$ cat src/pgm_regs.svh
`ifndef PGM_REGS_SVH
`define PGM_REGS_SVH
// register byte offsets
`define PGM_A_FLAGS     12'h000
`define PGM_A_MASKS     12'h004
`define PGM_A_STATUS    12'h008
`define PGM_A_CTRL      12'h00C
`define PGM_A_FAULT     12'h010
`define PGM_A_RESET     12'h014
// flag bit positions (flag register)
`define PGM_F_BUCK0     0
`define PGM_F_BUCK1     1
`define PGM_F_BUCKSUM   2
`define PGM_F_LDO0      3
`define PGM_F_LDO1      4
`define PGM_F_LDOSUM    5
`define PGM_F_PVDROP    6
`define PGM_F_SYNC      7
`define PGM_F_MEAS      8
`define PGM_F_RESET     9
`define PGM_F_OVP       10
`define PGM_F_TSD       11
`define PGM_NFLAG       12
// mask register: fall masks 0..3, rise masks 4..7, others 8..11
`define PGM_M_FALL      0
`define PGM_M_RISE      4
`define PGM_M_PVDROP    8
`define PGM_M_SYNC      9
`define PGM_M_MEAS      10
`define PGM_M_RESET     11
// ctrl register fields
`define PGM_C_SEL       0
`define PGM_C_TWSEL     4
`define PGM_C_WIN       5
`define PGM_C_POL       9
`define PGM_C_OD        10
`define PGM_C_MODE      11
`define PGM_C_FGATE     12
`define PGM_C_RESET_VAL 32'h0000_020F
// status fields
`define PGM_S_RAIL      0
`define PGM_S_PV        4
`define PGM_S_SYNC      5
`define PGM_S_TWARN     6
// timing
`define PGM_GATE_US     800
`define PGM_CLK_MHZ     50
`endif

$ cat src/pgm_pkg.sv
package pgm_pkg;
    typedef enum logic [1:0] {
        PGM_LOAD  = 2'b00,  // configuration load after reset
        PGM_RUN   = 2'b01,  // normal monitoring
        PGM_GATED = 2'b10   // gated hold period
    } pgm_state_t;
endpackage

$ cat src/pgm_edge_flag.sv
`include "pgm_regs.svh"
// sticky flag set by event, cleared by write-one; set wins over clear
module pgm_edge_flag (
    input  wire logic clk,     // system clock
    input  wire logic srst,    // sync reset
    input  wire logic set_i,   // event pulse
    input  wire logic clr_i,   // write-one clear pulse
    output logic      flag_o   // sticky flag
);
    // set has priority so an event in the clear cycle survives
    always_ff @(posedge clk) begin
        if (srst) begin
            flag_o <= 1'b0;
        end else if (set_i) begin
            flag_o <= 1'b1;
        end else if (clr_i) begin
            flag_o <= 1'b0;
        end
    end
endmodule // pgm_edge_flag

$ cat src/pgm_power_good.sv
`include "pgm_regs.svh"
// Contract
// buck invalid edge sets flags unless masked
// linreg edges set flags, rise/fall masks
// power-valid drop sets flag unless masked
// status is internal valid; polarity pin only
// sync clock change sets flag, status shown
// missing clock raises sync flag when enabled
// measurement ready sets flag, no status
// supply lockout resets all, no flag
// supply up: defaults, load, flag unless masked
// soft reset restarts, sets reset flag
// selectable sources, disabled rails masked
// valid only when all sources valid
// window bit adds overvoltage check
// polarity and open-drain select
// mode bit gated/continuous, strap default
// gated: assert, hold 800us after changes
// gated faults latch, block monitoring
// host clears faults by writing one
// continuous: drop on enable, then follow
// fault bits latch until written one
// inactive while rail voltage ramps
// fault gating holds output inactive
// reset mask from strap, writes ignored
// write zero no effect; irq while pending
module pgm_power_good #(
    parameter int NRAIL    = 4,       // buck0, buck1, linreg0, linreg1
    parameter int GATE_CYC = `PGM_GATE_US * `PGM_CLK_MHZ  // gated hold cycles
) (
    input  wire logic              clk,              // 50 MHz clock
    input  wire logic              srst,             // sync reset
    input  wire logic              psel,             // apb select
    input  wire logic              penable,          // apb enable
    input  wire logic              pwrite,           // apb write
    input  wire logic [11:0]       paddr,            // apb byte address
    input  wire logic [31:0]       pwdata,           // apb write data
    output logic      [31:0]       prdata,           // apb read data
    output logic                   pready,           // apb ready
    output logic                   pslverr,          // apb error
    input  wire logic              analog_supply_ok, // supply above lockout (pin)
    input  wire logic              mode_strap,       // otp mode default
    input  wire logic              reset_mask_strap, // otp reset-flag mask
    input  wire logic [NRAIL-1:0]  rail_enable,      // regulator enabled
    input  wire logic [NRAIL-1:0]  rail_under_ok,    // above undervolt (pin)
    input  wire logic [NRAIL-1:0]  rail_over_ok,     // below overvolt (pin)
    input  wire logic [NRAIL-1:0]  rail_ramping,     // target change in progress
    input  wire logic              volt_change_req,  // pulse: requested change
    input  wire logic              thermal_warn_in,  // thermal warning (pin)
    input  wire logic              overvolt_in,      // input overvoltage (pin)
    input  wire logic              thermal_sd_in,    // thermal shutdown (pin)
    input  wire logic              clk_det_enable,   // clock detector enabled
    input  wire logic              sync_clk_present, // ext clock seen (pin)
    input  wire logic              meas_done,        // pulse: measurement done
    output logic                   power_valid_out,  // pin data
    output logic                   power_valid_oe,   // pin drive enable
    output logic                   irq_line_low,     // interrupt, active low
    output logic                   soft_reset_req    // pulse: restart request
);
    localparam int GW = $clog2(GATE_CYC + 1);  // gate counter width

    // two-flop synchronisers for asynchronous inputs
    localparam int NS = 3 * NRAIL + 5;
    logic [NS-1:0] sy1_r, sy2_r;
    always_ff @(posedge clk) begin
        sy1_r <= {rail_under_ok, rail_over_ok, rail_ramping, thermal_warn_in,
                  overvolt_in, thermal_sd_in, sync_clk_present, analog_supply_ok};
        sy2_r <= sy1_r;
    end
    logic [NRAIL-1:0] uv_ok, ov_ok, ramp;
    logic             twarn, ovp, tsd, sclk, supply_ok;
    assign {uv_ok, ov_ok, ramp, twarn, ovp, tsd, sclk, supply_ok} = sy2_r;

    // combined reset: bus reset, lockout or software restart
    logic supply_ok_q_r, swrst_r;
    // lockout resets everything
    wire  rst_all = srst | ~supply_ok | swrst_r;
    always_ff @(posedge clk) begin
        if (srst) supply_ok_q_r <= 1'b0;
        else      supply_ok_q_r <= supply_ok;
    end
    assign soft_reset_req = swrst_r;

    // apb: zero wait, access phase answers at once
    wire acc = psel & penable;
    wire wr  = acc & pwrite;
    assign pready  = 1'b1;
    // unmapped offsets answer with an error
    function automatic logic mapped(input logic [11:0] a);
        mapped = (a == `PGM_A_FLAGS) | (a == `PGM_A_MASKS) | (a == `PGM_A_STATUS) |
                 (a == `PGM_A_CTRL) | (a == `PGM_A_FAULT) | (a == `PGM_A_RESET);
    endfunction
    assign pslverr = acc & ~mapped(paddr);
    wire wr_flag  = wr & (paddr == `PGM_A_FLAGS);
    wire wr_fault = wr & (paddr == `PGM_A_FAULT);

    // software restart pulse, auto-clearing
    always_ff @(posedge clk) begin
        if (srst) begin
            swrst_r <= 1'b0;
        end else begin
            // soft reset request
            swrst_r <= wr & (paddr == `PGM_A_RESET) & pwdata[0];
        end
    end

    // mask and control registers
    logic [11:0] mask_r;
    logic [31:0] ctrl_r;
    logic        reset_mask_r;   // loaded only from strap
    logic        load_r;         // first cycle after reset release
    always_ff @(posedge clk) begin
        if (rst_all) begin
            mask_r <= 12'h000;
            ctrl_r <= `PGM_C_RESET_VAL;
            load_r <= 1'b1;
        end else begin
            load_r <= 1'b0;
            if (load_r) begin
                // mode default from strap
                ctrl_r[`PGM_C_MODE] <= mode_strap;
            end else if (wr & (paddr == `PGM_A_CTRL)) begin
                ctrl_r <= {19'h0, pwdata[12:0]};
            end
            if (wr & (paddr == `PGM_A_MASKS)) mask_r <= pwdata[11:0];
        end
    end
    // reset mask comes only from the strap
    always_ff @(posedge clk) begin
        if (srst) reset_mask_r <= 1'b0;
        else if (load_r) reset_mask_r <= reset_mask_strap;
    end

    // per-rail goodness; R13: window adds overvoltage check
    logic [NRAIL-1:0] rail_good, rail_good_q_r, rail_sel;
    genvar g;
    generate
        for (g = 0; g < NRAIL; g++) begin : g_rail
            assign rail_good[g] = uv_ok[g] & (ov_ok[g] | ~ctrl_r[`PGM_C_WIN + g]);
            // disabled regulator masked automatically
            assign rail_sel[g]  = ctrl_r[`PGM_C_SEL + g] & rail_enable[g];
        end
    endgenerate
    always_ff @(posedge clk) begin
        if (rst_all) rail_good_q_r <= '0;
        else         rail_good_q_r <= rail_good;
    end
    wire [NRAIL-1:0] rise = rail_good & ~rail_good_q_r;
    wire [NRAIL-1:0] fall = ~rail_good & rail_good_q_r;

    // event set terms for each flag
    logic [`PGM_NFLAG-1:0] set_v, flag_v;
    logic sclk_q_r, pv_r, pv_q_r, boot_r;
    always_comb begin
        set_v = '0;
        // buck invalid edges, fall mask
        set_v[`PGM_F_BUCK0] = fall[0] & ~mask_r[`PGM_M_FALL];
        set_v[`PGM_F_BUCK1] = fall[1] & ~mask_r[`PGM_M_FALL + 1];
        set_v[`PGM_F_BUCKSUM] = set_v[`PGM_F_BUCK0] | set_v[`PGM_F_BUCK1];
        // linreg both edges, own masks
        set_v[`PGM_F_LDO0] = (fall[2] & ~mask_r[`PGM_M_FALL + 2]) |
                             (rise[2] & ~mask_r[`PGM_M_RISE + 2]);
        set_v[`PGM_F_LDO1] = (fall[3] & ~mask_r[`PGM_M_FALL + 3]) |
                             (rise[3] & ~mask_r[`PGM_M_RISE + 3]);
        set_v[`PGM_F_LDOSUM] = set_v[`PGM_F_LDO0] | set_v[`PGM_F_LDO1];
        // power-valid drop
        set_v[`PGM_F_PVDROP] = pv_q_r & ~pv_r & ~mask_r[`PGM_M_PVDROP];
        // clock change, or absent while detector runs
        set_v[`PGM_F_SYNC] = ((sclk ^ sclk_q_r) | (clk_det_enable & ~sclk)) &
                             ~mask_r[`PGM_M_SYNC];
        // measurement ready
        set_v[`PGM_F_MEAS] = meas_done & ~mask_r[`PGM_M_MEAS];
        // reset flag after startup, strap mask
        set_v[`PGM_F_RESET] = boot_r & ~reset_mask_r;
        set_v[`PGM_F_OVP] = ovp;
        set_v[`PGM_F_TSD] = tsd;
    end

    // only written ones clear flags
    generate
        for (g = 0; g < `PGM_NFLAG; g++) begin : g_flag
            pgm_edge_flag u_flag (
                .clk    (clk),
                .srst   (rst_all),
                .set_i  (set_v[g]),
                .clr_i  (wr_flag & pwdata[g]),
                .flag_o (flag_v[g])
            );
        end
    endgenerate

    // boot pulse: one cycle after configuration load
    always_ff @(posedge clk) begin
        if (rst_all) begin
            boot_r   <= 1'b0;
            sclk_q_r <= 1'b0;
        end else begin
            boot_r   <= load_r;
            sclk_q_r <= sclk;
        end
    end

    // fault latch, set wins over write-one clear
    logic             gate_busy;  // gated hold timer running
    logic [NRAIL-1:0] fault_r;
    always_ff @(posedge clk) begin
        if (rst_all) begin
            fault_r <= '0;
        end else begin
            // host write-one clears
            fault_r <= (fault_r & ~(wr_fault ? pwdata[NRAIL-1:0] : '0)) |
                       (rail_sel & ~rail_good & {NRAIL{~gate_busy}});
        end
    end

    // gated hold timer
    pgm_pkg::pgm_state_t st_r;
    logic [GW-1:0] gcnt_r;
    logic          en_q_r;
    wire           any_en = |rail_enable;
    assign gate_busy = (st_r == pgm_pkg::PGM_GATED);
    always_ff @(posedge clk) begin
        if (rst_all) begin
            st_r   <= pgm_pkg::PGM_LOAD;
            gcnt_r <= '0;
            en_q_r <= 1'b0;
        end else begin
            en_q_r <= any_en;
            unique case (st_r)
                pgm_pkg::PGM_LOAD: begin
                    st_r <= pgm_pkg::PGM_RUN;
                end
                pgm_pkg::PGM_RUN: begin
                    // power-up or change starts hold
                    if ((any_en & ~en_q_r) | volt_change_req) begin
                        st_r   <= pgm_pkg::PGM_GATED;
                        gcnt_r <= GW'(GATE_CYC - 1);
                    end
                end
                pgm_pkg::PGM_GATED: begin
                    if (gcnt_r == '0) st_r <= pgm_pkg::PGM_RUN;
                    else              gcnt_r <= gcnt_r - 1'b1;
                end
                default: st_r <= pgm_pkg::PGM_LOAD;
            endcase
        end
    end

    // combined validity
    logic all_ok, pv_nxt;
    logic started_r;  // continuous: a regulator has been enabled
    always_comb begin
        // all selected sources valid
        all_ok = &(rail_good | ~rail_sel) &
                 ~(twarn & ctrl_r[`PGM_C_TWSEL]) &
                 ~flag_v[`PGM_F_OVP] & ~flag_v[`PGM_F_TSD];
        // ramping selected rail forces inactive
        if (|(ramp & rail_sel)) all_ok = 1'b0;
        // pending faults hold inactive when fault gating is on
        if (ctrl_r[`PGM_C_FGATE] & (|fault_r)) all_ok = 1'b0;
        if (!ctrl_r[`PGM_C_MODE]) begin
            // gated, hold during timer, faults block
            if (gate_busy)      pv_nxt = pv_r;
            else if (|fault_r)  pv_nxt = 1'b0;
            else                pv_nxt = all_ok;
        end else begin
            // continuous, drop on first enable then follow
            if (any_en & ~started_r) pv_nxt = 1'b0;
            else if (started_r)      pv_nxt = all_ok;
            else                     pv_nxt = 1'b1;
        end
    end
    always_ff @(posedge clk) begin
        if (rst_all) begin
            pv_r      <= 1'b1;
            pv_q_r    <= 1'b1;
            started_r <= 1'b0;
        end else begin
            pv_q_r <= pv_r;
            if (any_en) started_r <= 1'b1;
            pv_r <= (st_r == pgm_pkg::PGM_LOAD) ? 1'b1 : pv_nxt;
        end
    end

    // polarity and drive type touch only the pin
    // lockout and restart release the pin too, the device is shut down then
    always_ff @(posedge clk) begin
        if (rst_all) begin
            power_valid_out <= 1'b0;
            power_valid_oe  <= 1'b0;
        end else begin
            power_valid_out <= pv_r ~^ ctrl_r[`PGM_C_POL];
            // open drain drives only the low level
            power_valid_oe  <= ~ctrl_r[`PGM_C_OD] | ~(pv_r ~^ ctrl_r[`PGM_C_POL]);
        end
    end

    // irq stays low while any flag pending
    always_ff @(posedge clk) begin
        if (rst_all) irq_line_low <= 1'b1;
        else      irq_line_low <= ~(|flag_v);
    end

    // read mux
    always_comb begin
        prdata = 32'h0000_0000;
        if (acc & ~pwrite) begin
            unique case (paddr)
                `PGM_A_FLAGS:  prdata = {20'h0, flag_v};
                `PGM_A_MASKS:  prdata = {20'h0, mask_r};
                `PGM_A_STATUS: prdata = {25'h0, twarn, sclk, pv_r, rail_good};
                `PGM_A_CTRL:   prdata = ctrl_r;
                `PGM_A_FAULT:  prdata = {28'h0, fault_r};
                default:       prdata = 32'h0000_0000;
            endcase
        end
    end
endmodule // pgm_power_good

$ cat config.mk
export PLATFORM = sky130hd
export DESIGN_NAME = pgm_power_good
export DESIGN_NICKNAME = d
export VERILOG_FILES = /design/src/pgm_pkg.sv /design/src/pgm_edge_flag.sv /design/src/pgm_power_good.sv
export VERILOG_INCLUDE_DIRS = /design/src /design/src/src
export SDC_FILE = /design/constraint.sdc
export NUM_CORES = 1
export LEC_CHECK = 0
export BUFFER_PORTS_ARGS = -buffer_cell sky130_fd_sc_hd__buf_2
export CAP_MARGIN = 10
export CELL_PAD_IN_SITES_DETAIL_PLACEMENT = 1
export CELL_PAD_IN_SITES_GLOBAL_PLACEMENT = 1
export CORE_MARGIN = 2
export CORE_UTILIZATION = 30
export CTS_BUF_LIST = sky130_fd_sc_hd__clkbuf_4
export DETAILED_ROUTE_END_ITERATION = 8
export GPL_TIMING_DRIVEN = 0
export PLACE_DENSITY_LB_ADDON = 0.25
export SLEW_MARGIN = 30
export SYNTH_ARGS = -nofsm -noshare
export SYNTH_HDL_FRONTEND = slang
export SYNTH_SLANG_ARGS = --single-unit
$ cat constraint.sdc
create_clock -name clk -period 2.4 [get_ports clk]
set_clock_uncertainty 0.15 [all_clocks]
set_input_delay 0.12 -clock clk [delete_from_list [all_inputs] [get_ports clk]]
set_output_delay 0.12 -clock clk [all_outputs]
set_load 0.02 [all_outputs]
==> results by group, run 1 <==
Die
  • Core Rows: 44
  • Starting Density: 30.9%
  • Std-Cell Core Area: 14600 um2
  • DIE AREA: 16100 um2
  • Die Height: 127 um
  • Io pins: 113
  • Die Wd: 127 um

Min path
  • Hold Path Depth: 6
  • Hold Path Class: in -> reg

Yosys
  • Yosys warns: 0
  • Synth top area share: 48.2%
  • Register area share after synthesis: 48.2%
  • Primary FF master, synth: dfxtp_1
  • Synth area leader: dfxtp_1
  • Commonest cells post-synth: dfxtp_1, nor2_1, mux2i_1
  • Synth Area per Inst: 9.25 um2
  • Synth Instances: 490
  • Post-synthesis cell area: 4530 um2
  • Count leader, synth: dfxtp_1
  • Synth area leaders: dfxtp_1, mux2i_1, nor2_1
  • EDFF count, synth: 0
  • Seq cells post-synth: 109
  • Post-synth cell types: 56
  • Fraction of registers with async set/reset: 0%

Layout
  • Final instance area: 5890 um2
  • Syn-to-layout area delta: 30.0%
  • # diodes: 0
  • Proportion of layout cells with a drive suffix above 1: 21.6%
  • FILL cells: 1718
  • Layout Nets: 721

Run
  • Max Cap Viol: 0

Clock tree
  • Clk_lat worst skew: 490 ps
  • Clk pin slew, worst setup/hold paths: 160 ps
  • Clock Tree Buf Depth: 2
  • Root Buffer Master: clkbuf_4
  • CTS tree: built
  • Htree depth: 3
  • Inserted Clock Buffers: 9
  • Sinks on the clock net: 109

STA
  • Final hold violations: 0
  • Tmin final: 2270 ps
  • Period Utilization, post-route: 94.7%
  • Slew HR: 44.1%
  • Fin worst setup slack: 127 ps
  • Worst slew pin tran: 817 ps
  • Final setup fails: 0
  • Max Clk Rate: 440 MHz
  • Slew Viols, Final: 0
  • RSZ-0062 raised after global routing: no

Detailed routing
  • DRC: 0
  • Detailed Routing Iterations Pass 1: 4
  • Post-Route WL: 14600 um
  • Initial drt markers: 136
  • Via Count: 4172
  • ANT nets after route: 0
  • Number of vias per cell: 5.01
  • WL/cell: 17.5 um

Critical path
  • Crit end category: register
  • R2r worst-path depth: 8
  • Crit Path Max Fanout: 6
  • Worst setup SP type: input pin
  • Critical Setup Path Class: in -> reg
  • Worst Path Arrival: 2500 ps
  • Req. time, crit path: 2630 ps

Global routing
  • First-pass GRT wire length: 23200 um
  • Largest net degree at the start of global routing: 18
  • Vias in the first global route: 4387
  • Global Route Usage Sum: 18.5%
  • GR Overflow Total: 0
  • Initial antenna violation count: 0

Pwr
  • PnR Total Power: 3.39 mW
  • Worst IR Drop VDD: 0.000235 V
  • Leak pwr: 2.36 nW
  • PD cells: 575 nW/um2

Placement
  • Dpl hpwl: 10500 um
  • Routability cong.: 0.850
  • Placed cell areas: 5190 um2
  • Post-Place Setup Slack: -185 ps
  • IO Port Bufs: 73

Outcome
  • Run status: finished, final reports clean
report_power, final:
group          internal (mW)  total [mW]  leakage [nW]  switching [mW]
Sequential              1.88        1.92         0.898          0.0448
Combinational          0.221       0.513          1.39           0.292
Clock                  0.327       0.948        0.0724           0.621
Total                   2.43        3.39          2.36           0.958
cell families (layout without fill, tap and decap cells):
family,Yosys count,in the layout,share of synthesized area (%)
and+or+nand+nor,175,175,20.4
DFF,109,109,48.2
AOI/OAI and AO/OA,95,95,13.4
buffers and inverters,60,201,6.96
muxes,40,40,8.97
xor gates and xnor gates,7,7,1.35
adders and majority gates,2,2,0.552
other,2,20,0.166
repair_timing:
action	CTS	global route
hold buffers	52	0
setup endpoints to repair	6	40
cloned	0	0
pin swaps	1	1
setup buffers	2	0
resized for setup	1	9
endpoints found under the hold margin	72	0
final timing paths:
path | startpoint | end | slack (ps)
worst max register to register | gcnt_r[0] | gcnt_r[11] | 160
worst max-delay path | paddr[3] | g_flag[10].u_flag.flag_o | 130
worst min register to register | sy1_r[10] | sy2_r[10] | 190
worst min-delay path | paddr[6] | mask_r[1] | 60
critical path, stage by stage:
cell and delay (ps):
buf_2 140, or2_2 320, dlygate4sd3_1 560, nor3_1 420, dlygate4sd3_1 630, nand4_1 90, a21oi_1 160, nor2_1 50
stage by stage:
step / std cells / utilization [%] / setup TNS [ps] / hold slack [ps]
after global placement: 765 / 35.5 / -838 / 72.9
after global routing: 833 / 40.2 / 0 / 84.7
after detailed placement: 765 / 35.5 / -568 / 74.6
after floorplan: 508 / - / 0 / -2.28
after CTS: 835 / 40.1 / 0 / 11.0
final: 833 / 40.2 / 0 / 58.0
placed cells by master, fill, tap and decap left out, drive strengths merged, types with 9 or more instances in the layout:
master	instances
dfxtp	109
buf	103
nor2	54
dlygate4sd3	51
mux2i	35
a21oi	30
nand2	29
o21ai	25
inv	22
conb	20
clkbuf	19
nor3	15
nand3	14
nand4	11
nand2b	10
a211oi	10
nor4	9
sequential cells by signal, indices dropped and copies added, names as in the netlist, 2 cells and up:
name,cells
gcnt_r,16
sy2_r,17
g_flag.u_flag.flag_o,12
st_r,2
rail_good_q_r,4
sy1_r,17
mask_r,12
fault_r,4
ctrl_r,13
layer usage:
layer	part of all wire [%]	track usage, %
met2	50	32.6
met4	2.9	8.21
met1	43	22.5
met5	0	0
met3	4.4	2.66
final cells by class:
| class | count | area (um2) | share of cell area [%] |
|---|---|---|---|
| sequential | 109 | 2180 | 37.0 |
| multi-input combinational | 339 | 2140 | 36.3 |
| timing repair buffer | 126 | 891 | 15.1 |
| buffer | 37 | 230 | 3.91 |
| tap | 184 | 230 | 3.91 |
| inverter | 22 | 82.6 | 1.40 |
| clock buffer | 10 | 75.1 | 1.27 |
| clock inverter | 6 | 63.8 | 1.08 |
No activity file was read; power rests on OpenSTA's default activity.
==> run 2: changes to the inputs <==
Settings changed: GPL_TIMING_DRIVEN 0 to 1, RECOVER_POWER set to 100.
==> run 2 against run 1 <==
Against the previous run: critical path depth shrank 2; sequential share of layout area up 0.88 points; register-to-register slack about the same; sequential cell count unchanged; via count is 3.7% lower; non-clock buffer count shrank 19.
==> results by group, run 2 (synthesis gave the netlist of run 1 again) <==
Detailed routing
  • Number of vias per cell: 4.93 (-1.5%)
  • Post-Route WL: 13500 um (-7.3%)
  • Detailed Routing Iterations Pass 1: 4 (unchanged)
  • Via Count: 4016 (-3.7%)
  • DRC: 0 (unchanged)
  • Initial drt markers: 182 (+34%)
  • WL/cell: 16.6 um (-5.2%)
  • ANT nets after route: 0 (unchanged)

Critical path
  • Crit Path Max Fanout: 42 (+36)
  • Worst setup SP type: register
  • WP buf/inv: 4 (+1)
  • RR Startpoint: soft_reset_req
  • CP top delay family: buffers and inverters
  • Req. time, crit path: 2690 ps (+60 ps)
  • Crit end category: register
  • CP Launch Point: soft_reset_req
  • Critical-path cell list: nor3b_1 -> clkbuf_1 -> inv_1 -> buf_12 -> a211oi_1 -> dlygate4sd3_1
  • Max stage delay on crit path: 580 ps (-50 ps)
  • Worst Path Arrival: 2530 ps (+30 ps)
  • CP max stage cell: dlygate4sd3_1
  • Critical Setup Path Class: reg -> reg

Global routing
  • Initial antenna violation count: 0 (unchanged)
  • Global Route Usage Sum: 17.3% (-1.2 points)
  • Vias in the first global route: 4229 (-3.6%)
  • GR Overflow Total: 0 (unchanged)
  • First-pass GRT wire length: 22000 um (-5.1%)
  • Largest net degree at the start of global routing: 43 (+25)

Min path
  • Hold Crit Start: paddr[6]
  • Hold Path Class: in -> reg

Clock tree
  • Sinks on the clock net: 109 (unchanged)
  • Clk pin slew, worst setup/hold paths: 180 ps (+20 ps)
  • Clock Tree Buf Depth: 2 (unchanged)
  • CTS tree: built
  • Root Buffer Master: clkbuf_4
  • Post-CTS sizing: 0 (-1)
  • Inserted Clock Buffers: 9 (unchanged)
  • Htree depth: 3 (unchanged)
  • Clk_lat worst skew: 480 ps (about the same)

Pwr
  • PnR Total Power: 3.47 mW (+2.6%)
  • PD cells: 603 nW/um2 (+5.0%)
  • Worst IR Drop VDD: 0.000246 V (+4.6%)
  • Leak pwr: 2.23 nW (-5.3%)

STA
  • Fin worst setup slack: 162 ps (+34.7 ps)
  • Slew Viols, Final: 0 (unchanged)
  • Slew HR: 64.1% (+20 points)
  • Final hold violations: 0 (unchanged)
  • Final hold slack: 39.0 ps (-19.0 ps)
  • Tmin final: 2240 ps (-34.7 ps)
  • Max Clk Rate: 447 MHz (+1.6%)
  • Period Utilization, post-route: 93.3% (-1.4 points)
  • Worst slew pin tran: 534 ps (-284 ps)
  • Final setup fails: 0 (unchanged)
  • RSZ-0062 raised after global routing: no
  • Final TNS setup: 0 ps (unchanged)

Layout
  • FILL cells: 1765 (+2.7%)
  • Syn-to-layout area delta: 27.0%
  • # diodes: 0 (unchanged)
  • Layout Nets: 702 (-2.6%)
  • Area of the multi-input gates: 2110 um2 (-1.4%)
  • Proportion of layout cells with a drive suffix above 1: 17.3% (-4.3 points)
  • Final core occ: 39.3% (-0.93 points)
  • Top Registers: sy1_r (17), sy2_r (17), gcnt_r (16)
  • Register area: 2180 um2 (unchanged)
  • Most common cell after layout, fill and taps aside: dfxtp_1
  • Most frequent cells in the layout: dfxtp_1, buf_2, nor2_1, dlygate4sd3_1, mux2i_1

Die
  • Die Height: 127 um (unchanged)
  • DIE AREA: 16100 um2 (unchanged)
  • Core Rows: 44 (unchanged)
  • Std-Cell Core Area: 14600 um2 (unchanged)
  • Die Wd: 127 um (unchanged)
  • Starting Density: 30.9% (unchanged)
  • Io pins: 113 (unchanged)

Placement
  • Post-Place Setup Slack: 226 ps (+411 ps)
  • Routability cong.: 0.821 (-3.4%)
  • Dpl hpwl: 9760 um (-7.0%)
  • IO Port Bufs: 73 (unchanged)

Outcome
  • Run status: finished, final reports clean

Run
  • Max Cap Viol: 0 (unchanged)
run 2: cell types whose count changed in the layout (fill, tap and decap cells not counted), sizes merged:
cell,previous run,this run
buf,103,73
clkinv,3,1
clkbuf,19,32
bufinv,1,2
dlygate4sd3,51,48
inv,22,24
run 2: cell type report:
type / instances / area share, %
multi-input combinational: 339 / 36.6
clock inverter: 7 / 1.67
timing repair buffer: 144 / 17.2
tap: 184 / 4.00
inverter: 22 / 1.43
sequential: 109 / 37.9
clock buffer: 9 / 1.17
run 2: repair_timing:
item	CTS	global route
hold buffers	48	0
setup buffers	0	3
setup endpoints to repair	0	1
hold endpoints to repair	68	0
run 2: path summary, 6_finish.rpt:
path / endpoint / slack, ps / cells after the start
min: g_flag[10].u_flag.flag_o / 40 / 6
max: ctrl_r[11] / 160 / 6
min reg2reg: sy2_r[7] / 200 / 0
max reg2reg: ctrl_r[11] / 160 / 6
run 2: through the flow:
stage	area [um2]	std cells
finish	5760	814
global placement	5130	747
detailed placement	5130	747
floorplan	4600	508
global route	5760	814
CTS	5780	811
run 2: report_power, final:
group	internal, mW	switching [mW]	total (mW)
Combinational	0.208	0.271	0.479
Sequential	1.88	0.0435	1.92
Clock	0.426	0.644	1.07
run 2: layer usage:
metal  track usage, %  up-vias  part of all wire, %
li1                 -     1976                    -
met1             21.2     1948                   45
met2             30.7       75                   50
met3             2.57       17                  2.9
met4             6.27        0                  1.7
met5                0        -                    0
run 2: worst min-delay path, cell delays in order:
cell	delay (ps)
buf_2	110
nor3_4	40
buf_4	150
nand4_1	90
a21oi_1	60
nor2_1	70
==> run 3: changes to the inputs <==
Settings changed: SETUP_SLACK_MARGIN set to 0.4.
Clock period 2.4 ns to 2.15 ns, I/O delays scaled along.
==> run 3 against run 2 <==
Against the previous run: the run now ends with hold timing left; count of clock-buffer cells in the layout did not move; combinational power rose by 52%; total power rose by 14%; core utilization rose by 4.8 points; critical path type unchanged; highest routed layer unchanged.
==> results by group, run 3 (synthesis gave the netlist of run 1 again) <==
Outcome
  • Run status: finished with violations
  • Failing checks: hold timing

Layout
  • # diodes: 0 (unchanged)
  • Proportion of layout cells with a drive suffix above 1: 33.1% (+16 points)
  • Most frequent cells in the layout: dfxtp_1, buf_2, nor2_1, dlygate4sd3_1, buf_4
  • Syn-to-layout area delta: 42.5%
  • Most common cell after layout, fill and taps aside: dfxtp_1
  • Top Registers: sy1_r (17), sy2_r (17), gcnt_r (16)
  • Layout Nets: 736 (+4.8%)
  • Non-filler cells, final: 848 (+4.2%)

STA
  • Final hold violations: 5 (+5)
  • Final setup fails: 0 (unchanged)
  • RSZ-0062 raised after global routing: yes
  • Final TNS setup: 0 ps (unchanged)
  • Worst slew pin tran: 698 ps (+165 ps)
  • Final hold slack: -241 ps (-280 ps)
  • Tmin final: 2050 ps (-190 ps)
  • Period Utilization, post-route: 95.3% (+2.0 points)
  • Slew HR: 53.4% (-11 points)
  • Slew Viols, Final: 0 (unchanged)
  • Max Clk Rate: 488 MHz (+9.3%)

Critical path
  • Worst Path Arrival: 2270 ps (-260 ps)
  • Crit end category: register
  • Crit Path Max Fanout: 4 (-90%)
  • Worst setup SP type: register
  • Req. time, crit path: 2380 ps (-310 ps)
  • R2r setup slk: 100 ps (-60 ps)
  • Critical Setup Path Class: reg -> reg

Placement
  • Dpl hpwl: 9960 um (+2.1%)
  • Total placed cells including tap cells: 750 (+0.40%)
  • IO Port Bufs: 73 (unchanged)
  • Routability cong.: 0.813 (-1.0%)

Clock tree
  • Clock Tree Buf Depth: 2 (unchanged)
  • Htree depth: 3 (unchanged)
  • Inserted Clock Buffers: 9 (unchanged)
  • CTS tree: built
  • Clk_lat worst skew: 510 ps (+30 ps)
  • Sinks on the clock net: 109 (unchanged)
  • Root Buffer Master: clkbuf_4
  • Clk pin slew, worst setup/hold paths: 180 ps (about the same)
  • Hold_buf cts: 48 (unchanged)

Global routing
  • Vias in the first global route: 4584 (+8.4%)
  • Largest net degree at the start of global routing: 38 (-12%)
  • GR Overflow Total: 0 (unchanged)
  • Global Route Usage Sum: 19.6% (+2.3 points)
  • Initial antenna violation count: 0 (unchanged)
  • First-pass GRT wire length: 24600 um (+12%)

Detailed routing
  • WL/cell: 18.2 um (+9.8%)
  • Number of vias per cell: 5.02 (+1.7%)
  • Via Count: 4253 (+5.9%)
  • DRC: 0 (unchanged)
  • Post-Route WL: 15500 um (+14%)
  • ANT nets after route: 0 (unchanged)
  • Detailed Routing Iterations Pass 1: 4 (unchanged)
  • Initial drt markers: 169 (-7.1%)

Die
  • Std-Cell Core Area: 14600 um2 (unchanged)
  • Starting Density: 30.9% (unchanged)
  • Io pins: 113 (unchanged)
  • Die Height: 127 um (unchanged)
  • Core Rows: 44 (unchanged)
  • DIE AREA: 16100 um2 (unchanged)
  • Die Wd: 127 um (unchanged)

Pwr
  • Sequential share of power: 54.4% (-1.0 points)
  • PD cells: 613 nW/um2 (+1.6%)
  • Leak pwr: 2.51 nW (+12%)
  • Switching share of power: 29.4% (+1.8 points)
  • Internal Power: 2.80 mW (+11%)
  • Comb pwr share: 18.4% (+4.6 points)
  • Worst IR Drop VDD: 0.000256 V (+4.3%)
  • Psw: 1.16 mW (+21%)
  • Clock power frac: 27.2% (-3.6 points)

Run
  • Max Cap Viol: 0 (unchanged)

Min path
  • Hold Path Class: in -> reg
## run 3: cell types whose count changed in the layout (fill, tap and decap cells not counted), sizes merged
cell / before / now
bufinv: 2 / 1
buf: 73 / 114
a211oi: 10 / 11
clkbuf: 32 / 25
dlygate4sd3: 48 / 46
a21oi: 30 / 31
clkinvlp: 2 / 1
clkinv: 1 / 3
## run 3: path summary, 6_finish.rpt
path	start	end	cells after the start
setup / recovery	gcnt_r[1]	gcnt_r[5]	5
hold / removal	rail_enable[2]	fault_r[2]	3
setup reg to reg	gcnt_r[1]	gcnt_r[5]	5
hold reg to reg	sy1_r[7]	sy2_r[7]	0
## run 3: metrics by stage
step / power [mW] / worst slack [ps] / hold WS, ps / cell area, um2 / util (%)
after global placement: 2.67 / 143 / 59.8 / 5220 / 35.6
after global routing: 4.13 / 74.2 / -255 / 6460 / 44.1
after detailed placement: 2.69 / 109 / 61.7 / 5220 / 35.6
after floorplan: 2.52 / 285 / -14.8 / 4670 / -
after CTS: 3.95 / 199 / -260 / 6320 / 43.2
final: 3.96 / 101 / -241 / 6460 / 44.1
## run 3: power groups by stage
| stage | logic (mW) | clock network [mW] | registers (mW) |
|---|---|---|---|
| 2_1_floorplan | 0.343 | 0 | 2.18 |
| 3_3_place_gp | 0.475 | 0 | 2.19 |
| 3_5_place_dp | 0.491 | 0 | 2.19 |
| 4_1_cts | 0.681 | 1.11 | 2.15 |
| 5_1_grt | 0.789 | 1.18 | 2.16 |
| 6_report | 0.728 | 1.08 | 2.15 |
## run 3: layer usage
| layer | vias up | part of all wire, % | wire, um | track usage (%) |
|---|---|---|---|---|
| met5 | - | 0 | 0 | 0 |
| met4 | 0 | 2.2 | 342 | 7.76 |
| met3 | 22 | 2.9 | 441 | 3.16 |
| met2 | 84 | 51 | 7850 | 34.0 |
| met1 | 2100 | 44 | 6820 | 24.3 |
| li1 | 2047 | - | - | - |
## run 3: final cells by class
type | count | area (um2)
clock buffers | 9 | 67.6
multi-input cells | 341 | 2480
fillers | 1708 | 8180
inverters | 22 | 82.6
clock inverters | 7 | 73.8
flip-flops and latches | 109 | 2210
repair buffers | 176 | 1320
well taps | 184 | 230
## run 3: repair_timing
item,CTS,global route
endpoints found under the setup margin,31,45
gates cloned,2,0
hold endpoints to repair,65,5
buffers inserted,25,9
pin swaps,20,21
gates resized for setup,87,56
## run 3: worst max-delay path: stages, from the launching register on
cell     delay, ps
dfxtp_1        390
or4b_4         550
or4_4          420
a21oi_1        180
xnor2_1        150
a21oi_1         80
